===== config.mk =====
export PLATFORM = sky130hd
export DESIGN_NAME = frsfc_top
export DESIGN_NICKNAME = d
export VERILOG_FILES = /design/src/hw/frsfc_pkg.sv /design/src/hw/frsfc_sync.sv /design/src/hw/frsfc_timer.sv /design/src/hw/frsfc_top.sv
export SDC_FILE = /design/constraint.sdc
export NUM_CORES = 1
export LEC_CHECK = 0
export ABC_AREA = 1
export BUFFER_PORTS_ARGS = -buffer_cell sky130_fd_sc_hd__buf_2
export CAP_MARGIN = 0
export CORE_ASPECT_RATIO = 1.1
export CORE_MARGIN = 8
export CORE_UTILIZATION = 55
export DETAILED_ROUTE_END_ITERATION = 12
export GPL_TIMING_DRIVEN = 0
export PLACE_DENSITY = 0.75
export SLEW_MARGIN = 20
export SYNTH_ARGS = -nofsm -noshare
export SYNTH_HDL_FRONTEND = slang
export SYNTH_HIERARCHICAL = 1
export SYNTH_SLANG_ARGS = --single-unit

===== constraint.sdc =====
create_clock -name clk_in -period 3.14 [get_ports clk_in]
set_input_delay 0.157 -clock clk_in [delete_from_list [all_inputs] [get_ports clk_in]]
set_output_delay 0.157 -clock clk_in [all_outputs]
set_load 0.005 [all_outputs]

===== src/hw/frsfc_pkg.sv =====
// Package with shared constants and types for the fast role swap fault control block
// Function
// - Role-select change from 01b to 11b is taken as a fast role swap request.
// - Upper role-select going high during swap turns the sink path off.
// - After sink off, hold source off until VBUS is below vSafe5V.
// - If VBUS is already below vSafe5V, enable the source path at once.
// - Swap enables source with a boosted limit, then returns to 3-A.
// - Only the source path has fast turn-on; new-sink swaps are unsupported.
// - Fault output is active-low open drain, driven only for reporting faults.
// - Fault output stays low at least the hold time, then releases when clear.
// - Source undervoltage turns the source path off or keeps it off.
// - Undervoltage on a source request keeps disabled state without fault.
// - Undervoltage after source entry goes to source fault and asserts the fault.
// - Source overvoltage in or toward source state turns off and reports.
// - Current limit reports only when lasting longer than the fault delay.
// - Overtemperature in current limit turns off, reports, waits for fall threshold.
package frsfc_pkg;
  localparam int CLK_MHZ = 125;
  localparam int FAULT_HOLD_TIME_US = 1000;
  localparam int FAULT_HOLD_CYCLES = FAULT_HOLD_TIME_US * CLK_MHZ;
  localparam int ILIMIT_DELAY_US = 100;
  localparam int ILIMIT_DELAY_CYCLES = ILIMIT_DELAY_US * CLK_MHZ;
  localparam int CNT_W = 32;
  localparam logic [1:0] ROLE_DISABLED = 2'h0;
  localparam logic [1:0] ROLE_SINK = 2'h1;
  localparam logic [1:0] ROLE_SRC_1A5 = 2'h2;
  localparam logic [1:0] ROLE_SRC_3A = 2'h3;
  localparam int SYNC_LO = 0;
  localparam int SYNC_HI = 1;
  localparam int SYNC_SAFE5V = 2;
  localparam int SYNC_UV = 3;
  localparam int SYNC_OV = 4;
  localparam int SYNC_ILIM = 5;
  localparam int SYNC_OTR = 6;
  localparam int SYNC_OTF = 7;
  localparam int SYNC_W = 8;

  typedef enum {
    FRSFC_DISABLED,
    FRSFC_SINK,
    FRSFC_SWAP_WAIT,
    FRSFC_SOURCE,
    FRSFC_SRC_FAULT
  } frsfc_state_type;

  typedef enum logic [1:0] {
    FRSFC_LIM_1A5 = 2'h0,
    FRSFC_LIM_3A = 2'h1,
    FRSFC_LIM_BOOST = 2'h2
  } frsfc_limit_type;

  // Analog comparator flags
  typedef struct packed {
    logic below_safe5v;
    logic undervoltage;
    logic overvoltage;
    logic current_limit;
    logic overtemp_rise;
    logic overtemp_fall;
  } frsfc_flags_type;

  // Power path controls
  typedef struct packed {
    logic source_on;
    logic sink_on;
    frsfc_limit_type limit;
  } frsfc_path_type;
endpackage : frsfc_pkg


===== src/hw/frsfc_sync.sv =====
// Two-stage synchroniser bank for pin inputs
`timescale 1ns/1ps
`default_nettype none
module frsfc_sync
  import frsfc_pkg::*;
#(
  parameter int WIDTH = SYNC_W
)
(
  // Clock and reset
  input wire logic clk_in,
  input wire logic sys_rst_in,
  input wire logic clk_en_in,
  // Data
  input wire logic [WIDTH-1:0] async_in,
  output logic [WIDTH-1:0] sync_out
);
  logic [WIDTH-1:0] meta_q;

  always_ff @(posedge clk_in or posedge sys_rst_in)
  begin
    if (sys_rst_in)
    begin
      meta_q <= '0;
      sync_out <= '0;
    end
    else if (clk_en_in)
    begin
      meta_q <= async_in;
      sync_out <= meta_q;
    end
  end
endmodule : frsfc_sync
`default_nettype wire


===== src/hw/frsfc_timer.sv =====
// Retriggerable cycle counter with done flag
`timescale 1ns/1ps
`default_nettype none
module frsfc_timer
  import frsfc_pkg::*;
#(
  parameter logic [CNT_W-1:0] COUNT = CNT_W'(FAULT_HOLD_CYCLES)
)
(
  // Clock and reset
  input wire logic clk_in,
  input wire logic sys_rst_in,
  input wire logic clk_en_in,
  // Control
  input wire logic run_in,
  output logic done_out
);
  logic [CNT_W-1:0] cnt_q;

  // Counts while run is high, clears when low
  always_ff @(posedge clk_in or posedge sys_rst_in)
  begin
    if (sys_rst_in)
    begin
      cnt_q <= '0;
    end
    else if (clk_en_in)
    begin
      if (!run_in)
        cnt_q <= '0;
      else if (cnt_q < COUNT)
        cnt_q <= cnt_q + CNT_W'(1);
    end
  end

  assign done_out = run_in && (cnt_q >= COUNT);
endmodule : frsfc_timer
`default_nettype wire


===== src/hw/frsfc_top.sv =====
// Fast role swap sequencer and source-path fault reporting
`timescale 1ns/1ps
`default_nettype none
module frsfc_top
  import frsfc_pkg::*;
#(
  parameter int HOLD_CYCLES = FAULT_HOLD_CYCLES,
  parameter int ILIM_CYCLES = ILIMIT_DELAY_CYCLES
)
(
  // Clock and reset
  input wire logic clk_in,
  input wire logic sys_rst_in,
  input wire logic clk_en_in,
  // Role select pins
  input wire logic role_select_hi_in,
  input wire logic role_select_lo_in,
  // Comparator flags
  input wire frsfc_flags_type flags_in,
  // Power paths
  output frsfc_path_type path_out,
  // Fault pin, open drain
  output logic fault_n_out,
  output logic fault_n_oe_out,
  // Status
  output logic swap_active_out
);
  logic [SYNC_W-1:0] raw_s;
  logic [SYNC_W-1:0] sync_s;
  logic [1:0] role_s;
  logic [1:0] role_prev_q;
  logic below_safe5v_s;
  logic uv_s;
  logic ov_s;
  logic ilim_s;
  logic ot_rise_s;
  logic ot_fall_s;
  logic ilim_done_s;
  logic hold_done_s;
  logic swap_req_s;
  logic src_req_s;
  logic fault_evt_s;
  logic ot_latch_q;
  logic fault_q;
  logic [CNT_W-1:0] low_cnt_q;
  frsfc_state_type state_q;
  frsfc_state_type state_d;

  assign raw_s[SYNC_LO] = role_select_lo_in;
  assign raw_s[SYNC_HI] = role_select_hi_in;
  assign raw_s[SYNC_SAFE5V] = flags_in.below_safe5v;
  assign raw_s[SYNC_UV] = flags_in.undervoltage;
  assign raw_s[SYNC_OV] = flags_in.overvoltage;
  assign raw_s[SYNC_ILIM] = flags_in.current_limit;
  assign raw_s[SYNC_OTR] = flags_in.overtemp_rise;
  assign raw_s[SYNC_OTF] = flags_in.overtemp_fall;

  frsfc_sync #(
    .WIDTH(SYNC_W)
  ) u_sync (
    .clk_in(clk_in),
    .sys_rst_in(sys_rst_in),
    .clk_en_in(clk_en_in),
    .async_in(raw_s),
    .sync_out(sync_s)
  );

  assign role_s = {sync_s[SYNC_HI], sync_s[SYNC_LO]};
  assign below_safe5v_s = sync_s[SYNC_SAFE5V];
  assign uv_s = sync_s[SYNC_UV];
  assign ov_s = sync_s[SYNC_OV];
  assign ilim_s = sync_s[SYNC_ILIM];
  assign ot_rise_s = sync_s[SYNC_OTR];
  assign ot_fall_s = sync_s[SYNC_OTF];

  // Current-limit persistence timer
  frsfc_timer #(
    .COUNT(CNT_W'(ILIM_CYCLES))
  ) u_ilim_timer (
    .clk_in(clk_in),
    .sys_rst_in(sys_rst_in),
    .clk_en_in(clk_en_in),
    .run_in(ilim_s && (state_q == FRSFC_SOURCE)),
    .done_out(ilim_done_s)
  );

  // Fault hold timer
  frsfc_timer #(
    .COUNT(CNT_W'(HOLD_CYCLES))
  ) u_hold_timer (
    .clk_in(clk_in),
    .sys_rst_in(sys_rst_in),
    .clk_en_in(clk_en_in),
    .run_in(fault_q),
    .done_out(hold_done_s)
  );

  // Previous role code
  always_ff @(posedge clk_in or posedge sys_rst_in)
  begin
    if (sys_rst_in)
      role_prev_q <= ROLE_DISABLED;
    else if (clk_en_in)
      role_prev_q <= role_s;
  end

  assign swap_req_s = (role_prev_q == ROLE_SINK) && (role_s == ROLE_SRC_3A);
  assign src_req_s = role_s[1];

  // Overtemperature latch, cleared at fall threshold
  always_ff @(posedge clk_in or posedge sys_rst_in)
  begin
    if (sys_rst_in)
      ot_latch_q <= 1'b0;
    else if (clk_en_in)
    begin
      if (ot_rise_s && ilim_s && src_req_s)
        ot_latch_q <= 1'b1;
      else if (ot_fall_s)
        ot_latch_q <= 1'b0;
    end
  end

  // Reporting faults on the source side
  always_comb
  begin
    fault_evt_s = 1'b0;
    if (src_req_s && ov_s)
      fault_evt_s = 1'b1;
    if (ilim_done_s)
      fault_evt_s = 1'b1;
    if (src_req_s && ot_rise_s && ilim_s)
      fault_evt_s = 1'b1;
    if (state_q == FRSFC_SOURCE && uv_s)
      fault_evt_s = 1'b1;
  end

  // Sequencer next state
  always_comb
  begin
    state_d = state_q;
    case (state_q)
      FRSFC_DISABLED:
      begin
        if (role_s == ROLE_SINK)
          state_d = FRSFC_SINK;
        else if (src_req_s && !uv_s && !ov_s && !ot_latch_q)
          state_d = FRSFC_SOURCE;
      end
      FRSFC_SINK:
      begin
        if (swap_req_s)
          state_d = FRSFC_SWAP_WAIT;
        else if (role_s != ROLE_SINK)
          state_d = FRSFC_DISABLED;
      end
      FRSFC_SWAP_WAIT:
      begin
        if (role_s != ROLE_SRC_3A)
          state_d = FRSFC_DISABLED;
        else if (uv_s || ov_s || ot_latch_q)
          state_d = FRSFC_SRC_FAULT;
        else if (below_safe5v_s)
          state_d = FRSFC_SOURCE;
      end
      FRSFC_SOURCE:
      begin
        if (!src_req_s)
          state_d = FRSFC_DISABLED;
        else if (uv_s || ov_s || ot_latch_q || fault_evt_s)
          state_d = FRSFC_SRC_FAULT;
      end
      FRSFC_SRC_FAULT:
      begin
        if (!src_req_s)
          state_d = FRSFC_DISABLED;
        else if (!uv_s && !ov_s && !ot_latch_q)
          state_d = FRSFC_DISABLED;
      end
      default:
        state_d = FRSFC_DISABLED;
    endcase
  end

  always_ff @(posedge clk_in or posedge sys_rst_in)
  begin
    if (sys_rst_in)
      state_q <= FRSFC_DISABLED;
    else if (clk_en_in)
      state_q <= state_d;
  end

  // Swap flag, cleared once source is reached
  always_ff @(posedge clk_in or posedge sys_rst_in)
  begin
    if (sys_rst_in)
      swap_active_out <= 1'b0;
    else if (clk_en_in)
    begin
      if (state_d == FRSFC_SWAP_WAIT)
        swap_active_out <= 1'b1;
      else if (state_q == FRSFC_SOURCE || state_d != FRSFC_SOURCE)
        swap_active_out <= 1'b0;
    end
  end

  // Path controls, registered
  always_ff @(posedge clk_in or posedge sys_rst_in)
  begin
    if (sys_rst_in)
    begin
      path_out <= '{source_on: 1'b0, sink_on: 1'b0, limit: FRSFC_LIM_1A5};
    end
    else if (clk_en_in)
    begin
      path_out.sink_on <= (state_d == FRSFC_SINK);
      path_out.source_on <= (state_d == FRSFC_SOURCE) && !uv_s;
      if (state_d == FRSFC_SOURCE && state_q == FRSFC_SWAP_WAIT)
        path_out.limit <= FRSFC_LIM_BOOST;
      else if (role_s == ROLE_SRC_3A)
        path_out.limit <= FRSFC_LIM_3A;
      else
        path_out.limit <= FRSFC_LIM_1A5;
    end
  end

  // Fault latch with minimum hold
  always_ff @(posedge clk_in or posedge sys_rst_in)
  begin
    if (sys_rst_in)
      fault_q <= 1'b0;
    else if (clk_en_in)
    begin
      if (fault_evt_s)
        fault_q <= 1'b1;
      else if (hold_done_s && !uv_s && !ov_s && !ot_latch_q && !ilim_s)
        fault_q <= 1'b0;
    end
  end

  // Open-drain pin
  always_ff @(posedge clk_in or posedge sys_rst_in)
  begin
    if (sys_rst_in)
    begin
      fault_n_out <= 1'b1;
      fault_n_oe_out <= 1'b0;
    end
    else if (clk_en_in)
    begin
      fault_n_out <= !(fault_evt_s || (fault_q && !(hold_done_s && !uv_s && !ov_s && !ot_latch_q && !ilim_s)));
      fault_n_oe_out <= fault_evt_s || (fault_q && !(hold_done_s && !uv_s && !ov_s && !ot_latch_q && !ilim_s));
    end
  end

  // Cycles the fault pin has been driven
  always_ff @(posedge clk_in or posedge sys_rst_in)
  begin
    if (sys_rst_in)
      low_cnt_q <= '0;
    else if (clk_en_in)
    begin
      if (!fault_n_oe_out)
        low_cnt_q <= '0;
      else if (low_cnt_q < CNT_W'(HOLD_CYCLES))
        low_cnt_q <= low_cnt_q + CNT_W'(1);
    end
  end

  AST_SINK_OFF_ON_SWAP: assert property (@(posedge clk_in) disable iff (sys_rst_in)
    clk_en_in && state_q == FRSFC_SWAP_WAIT |=> !path_out.sink_on || !clk_en_in)
    else $error("Sink path on during swap");
  AST_SOURCE_WAITS: assert property (@(posedge clk_in) disable iff (sys_rst_in)
    clk_en_in && state_q == FRSFC_SWAP_WAIT && !below_safe5v_s |=> !path_out.source_on)
    else $error("Source on before vSafe5V");
  AST_SWAP_FROM_SINK: assert property (@(posedge clk_in) disable iff (sys_rst_in)
    clk_en_in && state_q == FRSFC_SINK && $past(role_s) == ROLE_SINK && role_s == ROLE_SRC_3A
    |=> state_q == FRSFC_SWAP_WAIT || !$past(clk_en_in))
    else $error("Swap request missed");
  AST_FAST_ENABLE: assert property (@(posedge clk_in) disable iff (sys_rst_in)
    clk_en_in && state_q == FRSFC_SWAP_WAIT && role_s == ROLE_SRC_3A && below_safe5v_s && !uv_s && !ov_s
    && !ot_latch_q |=> path_out.source_on && path_out.limit == FRSFC_LIM_BOOST)
    else $error("Source not enabled at once");
  AST_OD_PIN: assert property (@(posedge clk_in) disable iff (sys_rst_in)
    fault_n_oe_out == !fault_n_out)
    else $error("Fault pin drives high");
  AST_HOLD: assert property (@(posedge clk_in) disable iff (sys_rst_in)
    $rose(fault_q) |-> fault_q [*8])
    else $error("Fault released early");
  AST_UV_OFF: assert property (@(posedge clk_in) disable iff (sys_rst_in)
    clk_en_in && uv_s |=> !path_out.source_on)
    else $error("Source on in undervoltage");
  AST_UV_NO_FAULT: assert property (@(posedge clk_in) disable iff (sys_rst_in)
    clk_en_in && state_q == FRSFC_DISABLED && uv_s && !ov_s && !ilim_s && !fault_q |=> fault_n_out)
    else $error("Fault on source request in undervoltage");
  AST_OV_FAULT: assert property (@(posedge clk_in) disable iff (sys_rst_in)
    clk_en_in && src_req_s && ov_s |=> !fault_n_out && !path_out.source_on)
    else $error("Overvoltage not reported");
  AST_ILIM_SHORT: assert property (@(posedge clk_in) disable iff (sys_rst_in)
    clk_en_in && state_q == FRSFC_SOURCE && $rose(ilim_s) && !ov_s && !ot_rise_s && !uv_s && !fault_q
    |=> fault_n_out)
    else $error("Short current limit reported");
  AST_HOLD_MIN: assert property (@(posedge clk_in) disable iff (sys_rst_in)
    clk_en_in && fault_n_oe_out && low_cnt_q < CNT_W'(HOLD_CYCLES) |=> fault_n_oe_out)
    else $error("Fault pin released before hold time");
  AST_BOOST_ONE: assert property (@(posedge clk_in) disable iff (sys_rst_in)
    clk_en_in && path_out.limit == FRSFC_LIM_BOOST |=> path_out.limit != FRSFC_LIM_BOOST)
    else $error("Boost limit kept after swap");
  AST_OT_OFF: assert property (@(posedge clk_in) disable iff (sys_rst_in)
    clk_en_in && ot_latch_q |=> !path_out.source_on)
    else $error("Source on while overheated");

  COV_SWAP: cover property (@(posedge clk_in) state_q == FRSFC_SWAP_WAIT ##1 state_q == FRSFC_SOURCE);
  COV_FAULT: cover property (@(posedge clk_in) $fell(fault_n_out));
  COV_RELEASE: cover property (@(posedge clk_in) $rose(fault_n_out));
  COV_OT: cover property (@(posedge clk_in) $rose(ot_latch_q));
endmodule : frsfc_top
`default_nettype wire


==> reports/metrics.yaml <==
tritoncts: "done"
drv_cap: 0
drt_iter0_drc: 329
path_cells: "nor2_1, nand2_1, nor2_1, nand2_2, inv_2, nand2_1, nor4_2, nand2_4, buf_6, inv_1, inv_1, nand2_2, nor2_4, nand2_2, nor3_1, nand2_1, nand4_4, nand3_2, nand2_1, nand2_1, nand2_1"
synth_simple_gate_area_share_pct: 32.82
die-height_um: 127.0
wl_um: 12370
grt_max_degree: 34
arrival_ps: 3050
r2r-start: "state_q[21]"
grt_setup_unrepaired: "false"
reg2reg_to: "swap_active_out"
setup-tns-final_ps: 0
worst_pin_slew_ps: 655.3
clock-root-buffer: "clkbuf_16"
grt_pass1_wl_um: 21800
power_density_nw_per_um2: 573.6
fillers: 980
maxSlewViolCount: 0
status: "finished clean"
crit_path_max_fanout: 10
syn2layout_area_growth_pct: 15.43
criticalPathCategory: "flop to flop"
synth_area_per_cell_um2: 7.853
leakagePower_nw: 3.687
synth_xor_area_share_pct: 0.9945
hold-path-endpoint: "u_ilim_timer/cnt_q[15]"
num_antenna_cells: 0
synth_top_family_by_area: "simple AND/OR/NAND/NOR gates"
period_share_pct: 87.27
cts_buffers: 17
nets: 846
hold_path_class: "primary input to flop"
drive_above_1_share_pct: 12.68
ant_nets: 0
clock_skew_ps: 9.776
grt_usage_pct: 18.45
worst_path_max_delay_cell: "nor4_2"
cts.clk_slew.worst_paths_ps: 50
die_x_um: 116.9
max_freq_mhz: 364.9
grt_pass1_vias: 4895
crit_required_ps: 3450
io_pins: 18
r2r_slack_ps: 400
reg2reg_depth: 21
dieArea_um2: 14860
holdWs_ps: 123.7
ys_types: 39
io_buffers: 17
htree_levels: 4
min_period_ps: 2740
core_area_um2: 10910
synth-adder-area-share_pct: 0.8119
drtPass1Iterations: 5
antenna_found_initial: 0
cpPeakStageDelay_ps: 450
clock-sinks: 123
start_util_pct: 56.50
whs_path_depth: 2
vias: 4957
fin_util_pct: 65.22
synth_compound_area_share_pct: 5.906
relSlewSlack_pct: 56.25
synth_nets: 800
p_total_w: 0.004081
rows: 40
dp_hpwl_um: 8550
peakVddDrop_mv: 0.5726
vias_per_cell: 5.002
grt_overflow: 0
cts.path.max_buffers: 2
dp.cells: 950
gp_congestion: 0.8789
syn_area_um2: 6165
cp_num_buf_inv: 4
min_from: "clk_en_in"
cp_common_cell: "nand2_1"
cp_top_family: "simple AND/OR/NAND/NOR gates"
postCtsSetupRepairBufs: 0
cp-end-kind: "flop"
synth_cells: 785
post_drt_wl_per_cell_um: 12.48
synth-seq-cells: 123
drcViolationCount: 0
start_kind: "flop"
worstSkewPairLatency_ps: 420
synth_seq_area_share_pct: 49.95
fin_cells: 991
yosysWarnings: 6
synthMuxAreaShare_pct: 0
setup_viol_count_final: 0
finalHoldViolations: 0
==> worst max path at each step <==
stage | from | slack, ps | endpoint | depth (start not counted)
2_1_floorplan | state_q[25] | 670 | swap_active_out | 21
3_3_place_gp | state_q[21] | 10 | swap_active_out | 21
3_5_place_dp | state_q[21] | 50 | swap_active_out | 21
4_1_cts | state_q[21] | 30 | swap_active_out | 21
5_1_grt | state_q[22] | 40 | swap_active_out | 21
6_report | state_q[21] | 400 | swap_active_out | 21
==> layout make-up <==
cell class	count	area [um^2]	share of cell area (%)
plain buffers	27	207.7	2.919
clock buffers	23	467.9	6.576
clock inverters	9	97.59	1.372
inverters	99	379.1	5.328
multi-input cells	536	2505	35.20
flip-flops and latches	123	3079	43.27
well taps	147	183.9	2.585
repair buffers	27	195.2	2.743
==> through the flow <==
step | area, um^2 | setup slack (ps)
3_5_place_dp | 6454 | 48.32
4_1_cts | 7109 | 33.95
3_3_place_gp | 6434 | 12.90
5_1_grt | 7116 | 39.20
2_1_floorplan | 6165 | 670.1
6_report | 7116 | 399.7
==> synthesized netlist by cell type, drive strengths merged <==
master  number  area (um^2)
nand2      244        980.9
nor2       136        550.5
dfrtp      122         3053
inv         99        379.1
nand3       58        300.3
a21boi      22        165.2
a21oi       19        95.09
buf         16        156.4
nand4       14        108.9
o21ai       12        60.06
clkbuf      11        51.30
nor3        10        55.05
xor2         5        43.79
ha           4        50.05
a31oi        2        12.51
nand3b       2        15.01
xnor2        2        17.52
a211oi       1        7.510
a22o         1        8.760
and3         1        6.260
dfstp        1        26.28
nor4         1        6.260
o211ai       1        7.510
o21a         1        7.510
==> timing repair <==
action | in CTS | in global routing
hold buffers | 9 | 0
hold endpoints to repair | 98 | 0
resized for setup | 0 | 1
endpoints found under the setup margin | 0 | 6
==> sequential cells by signal (all words and copies together), names as in the netlist, 2 cells and up <==
register            flops
state_q                32
role_prev_q             2
path_out                4
u_sync/meta_q           8
u_hold_timer/cnt_q     32
u_ilim_timer/cnt_q     32
u_sync/sync_out         8
==> routing by layer <==
metal	GRT usage [%]	wire, um	up-vias
met3	4.147	402	18
met5	0	0	-
li1	-	-	2527
met1	23.25	5771	2326
met4	8.220	197	0
met2	29.58	5998	86
==> logic make-up (layout without fill, tap and decap cells) <==
family / Yosys count / count (layout)
AOI/OAI and AO/OA: 59 / 59
xor gates and xnor gates: 7 / 7
adders and majority gates: 4 / 4
buffers and inverters: 126 / 185
DFF: 123 / 123
and+or+nand+nor: 466 / 466
==> cells in the final DEF (no fill, tap or decap), drive strengths merged, types with 2 or more instances in the layout <==
cell         count
ha               4
dlygate4sd3      9
xnor2            2
buf             34
nor2           136
o21ai           12
nand2          244
nand4           14
nor3            10
clkinv           6
nand3b           2
a31oi            2
bufinv           2
nand3           58
clkbuf          34
xor2             5
dfrtp          122
a21boi          22
inv             99
a21oi           19
==> power by group <==
part | switching [W] | internal, W | total [W] | leakage (nW)
clock network | 0.000665 | 0.00120 | 0.00186 | 0.280
registers | 0.0000762 | 0.00167 | 0.00174 | 1.67
logic | 0.000300 | 0.000175 | 0.000476 | 1.74
==> worst reg2reg max path: stages (launching register included) <==
cell     delay (ps)
dfrtp_1         370
nor2_1          100
nand2_1          60
nor2_1          140
nand2_2         130
inv_2           130
nand2_1          70
nor4_2          450
nand2_4         170
buf_6           180
inv_1            50
inv_1            40
nand2_2          70
nor2_4           40
nand2_2          90
nor3_1           60
nand2_1         100
nand4_4         120
nand3_2         110
nand2_1          50
nand2_1          50
nand2_1          50
Power figures use the tool's default switching activity.
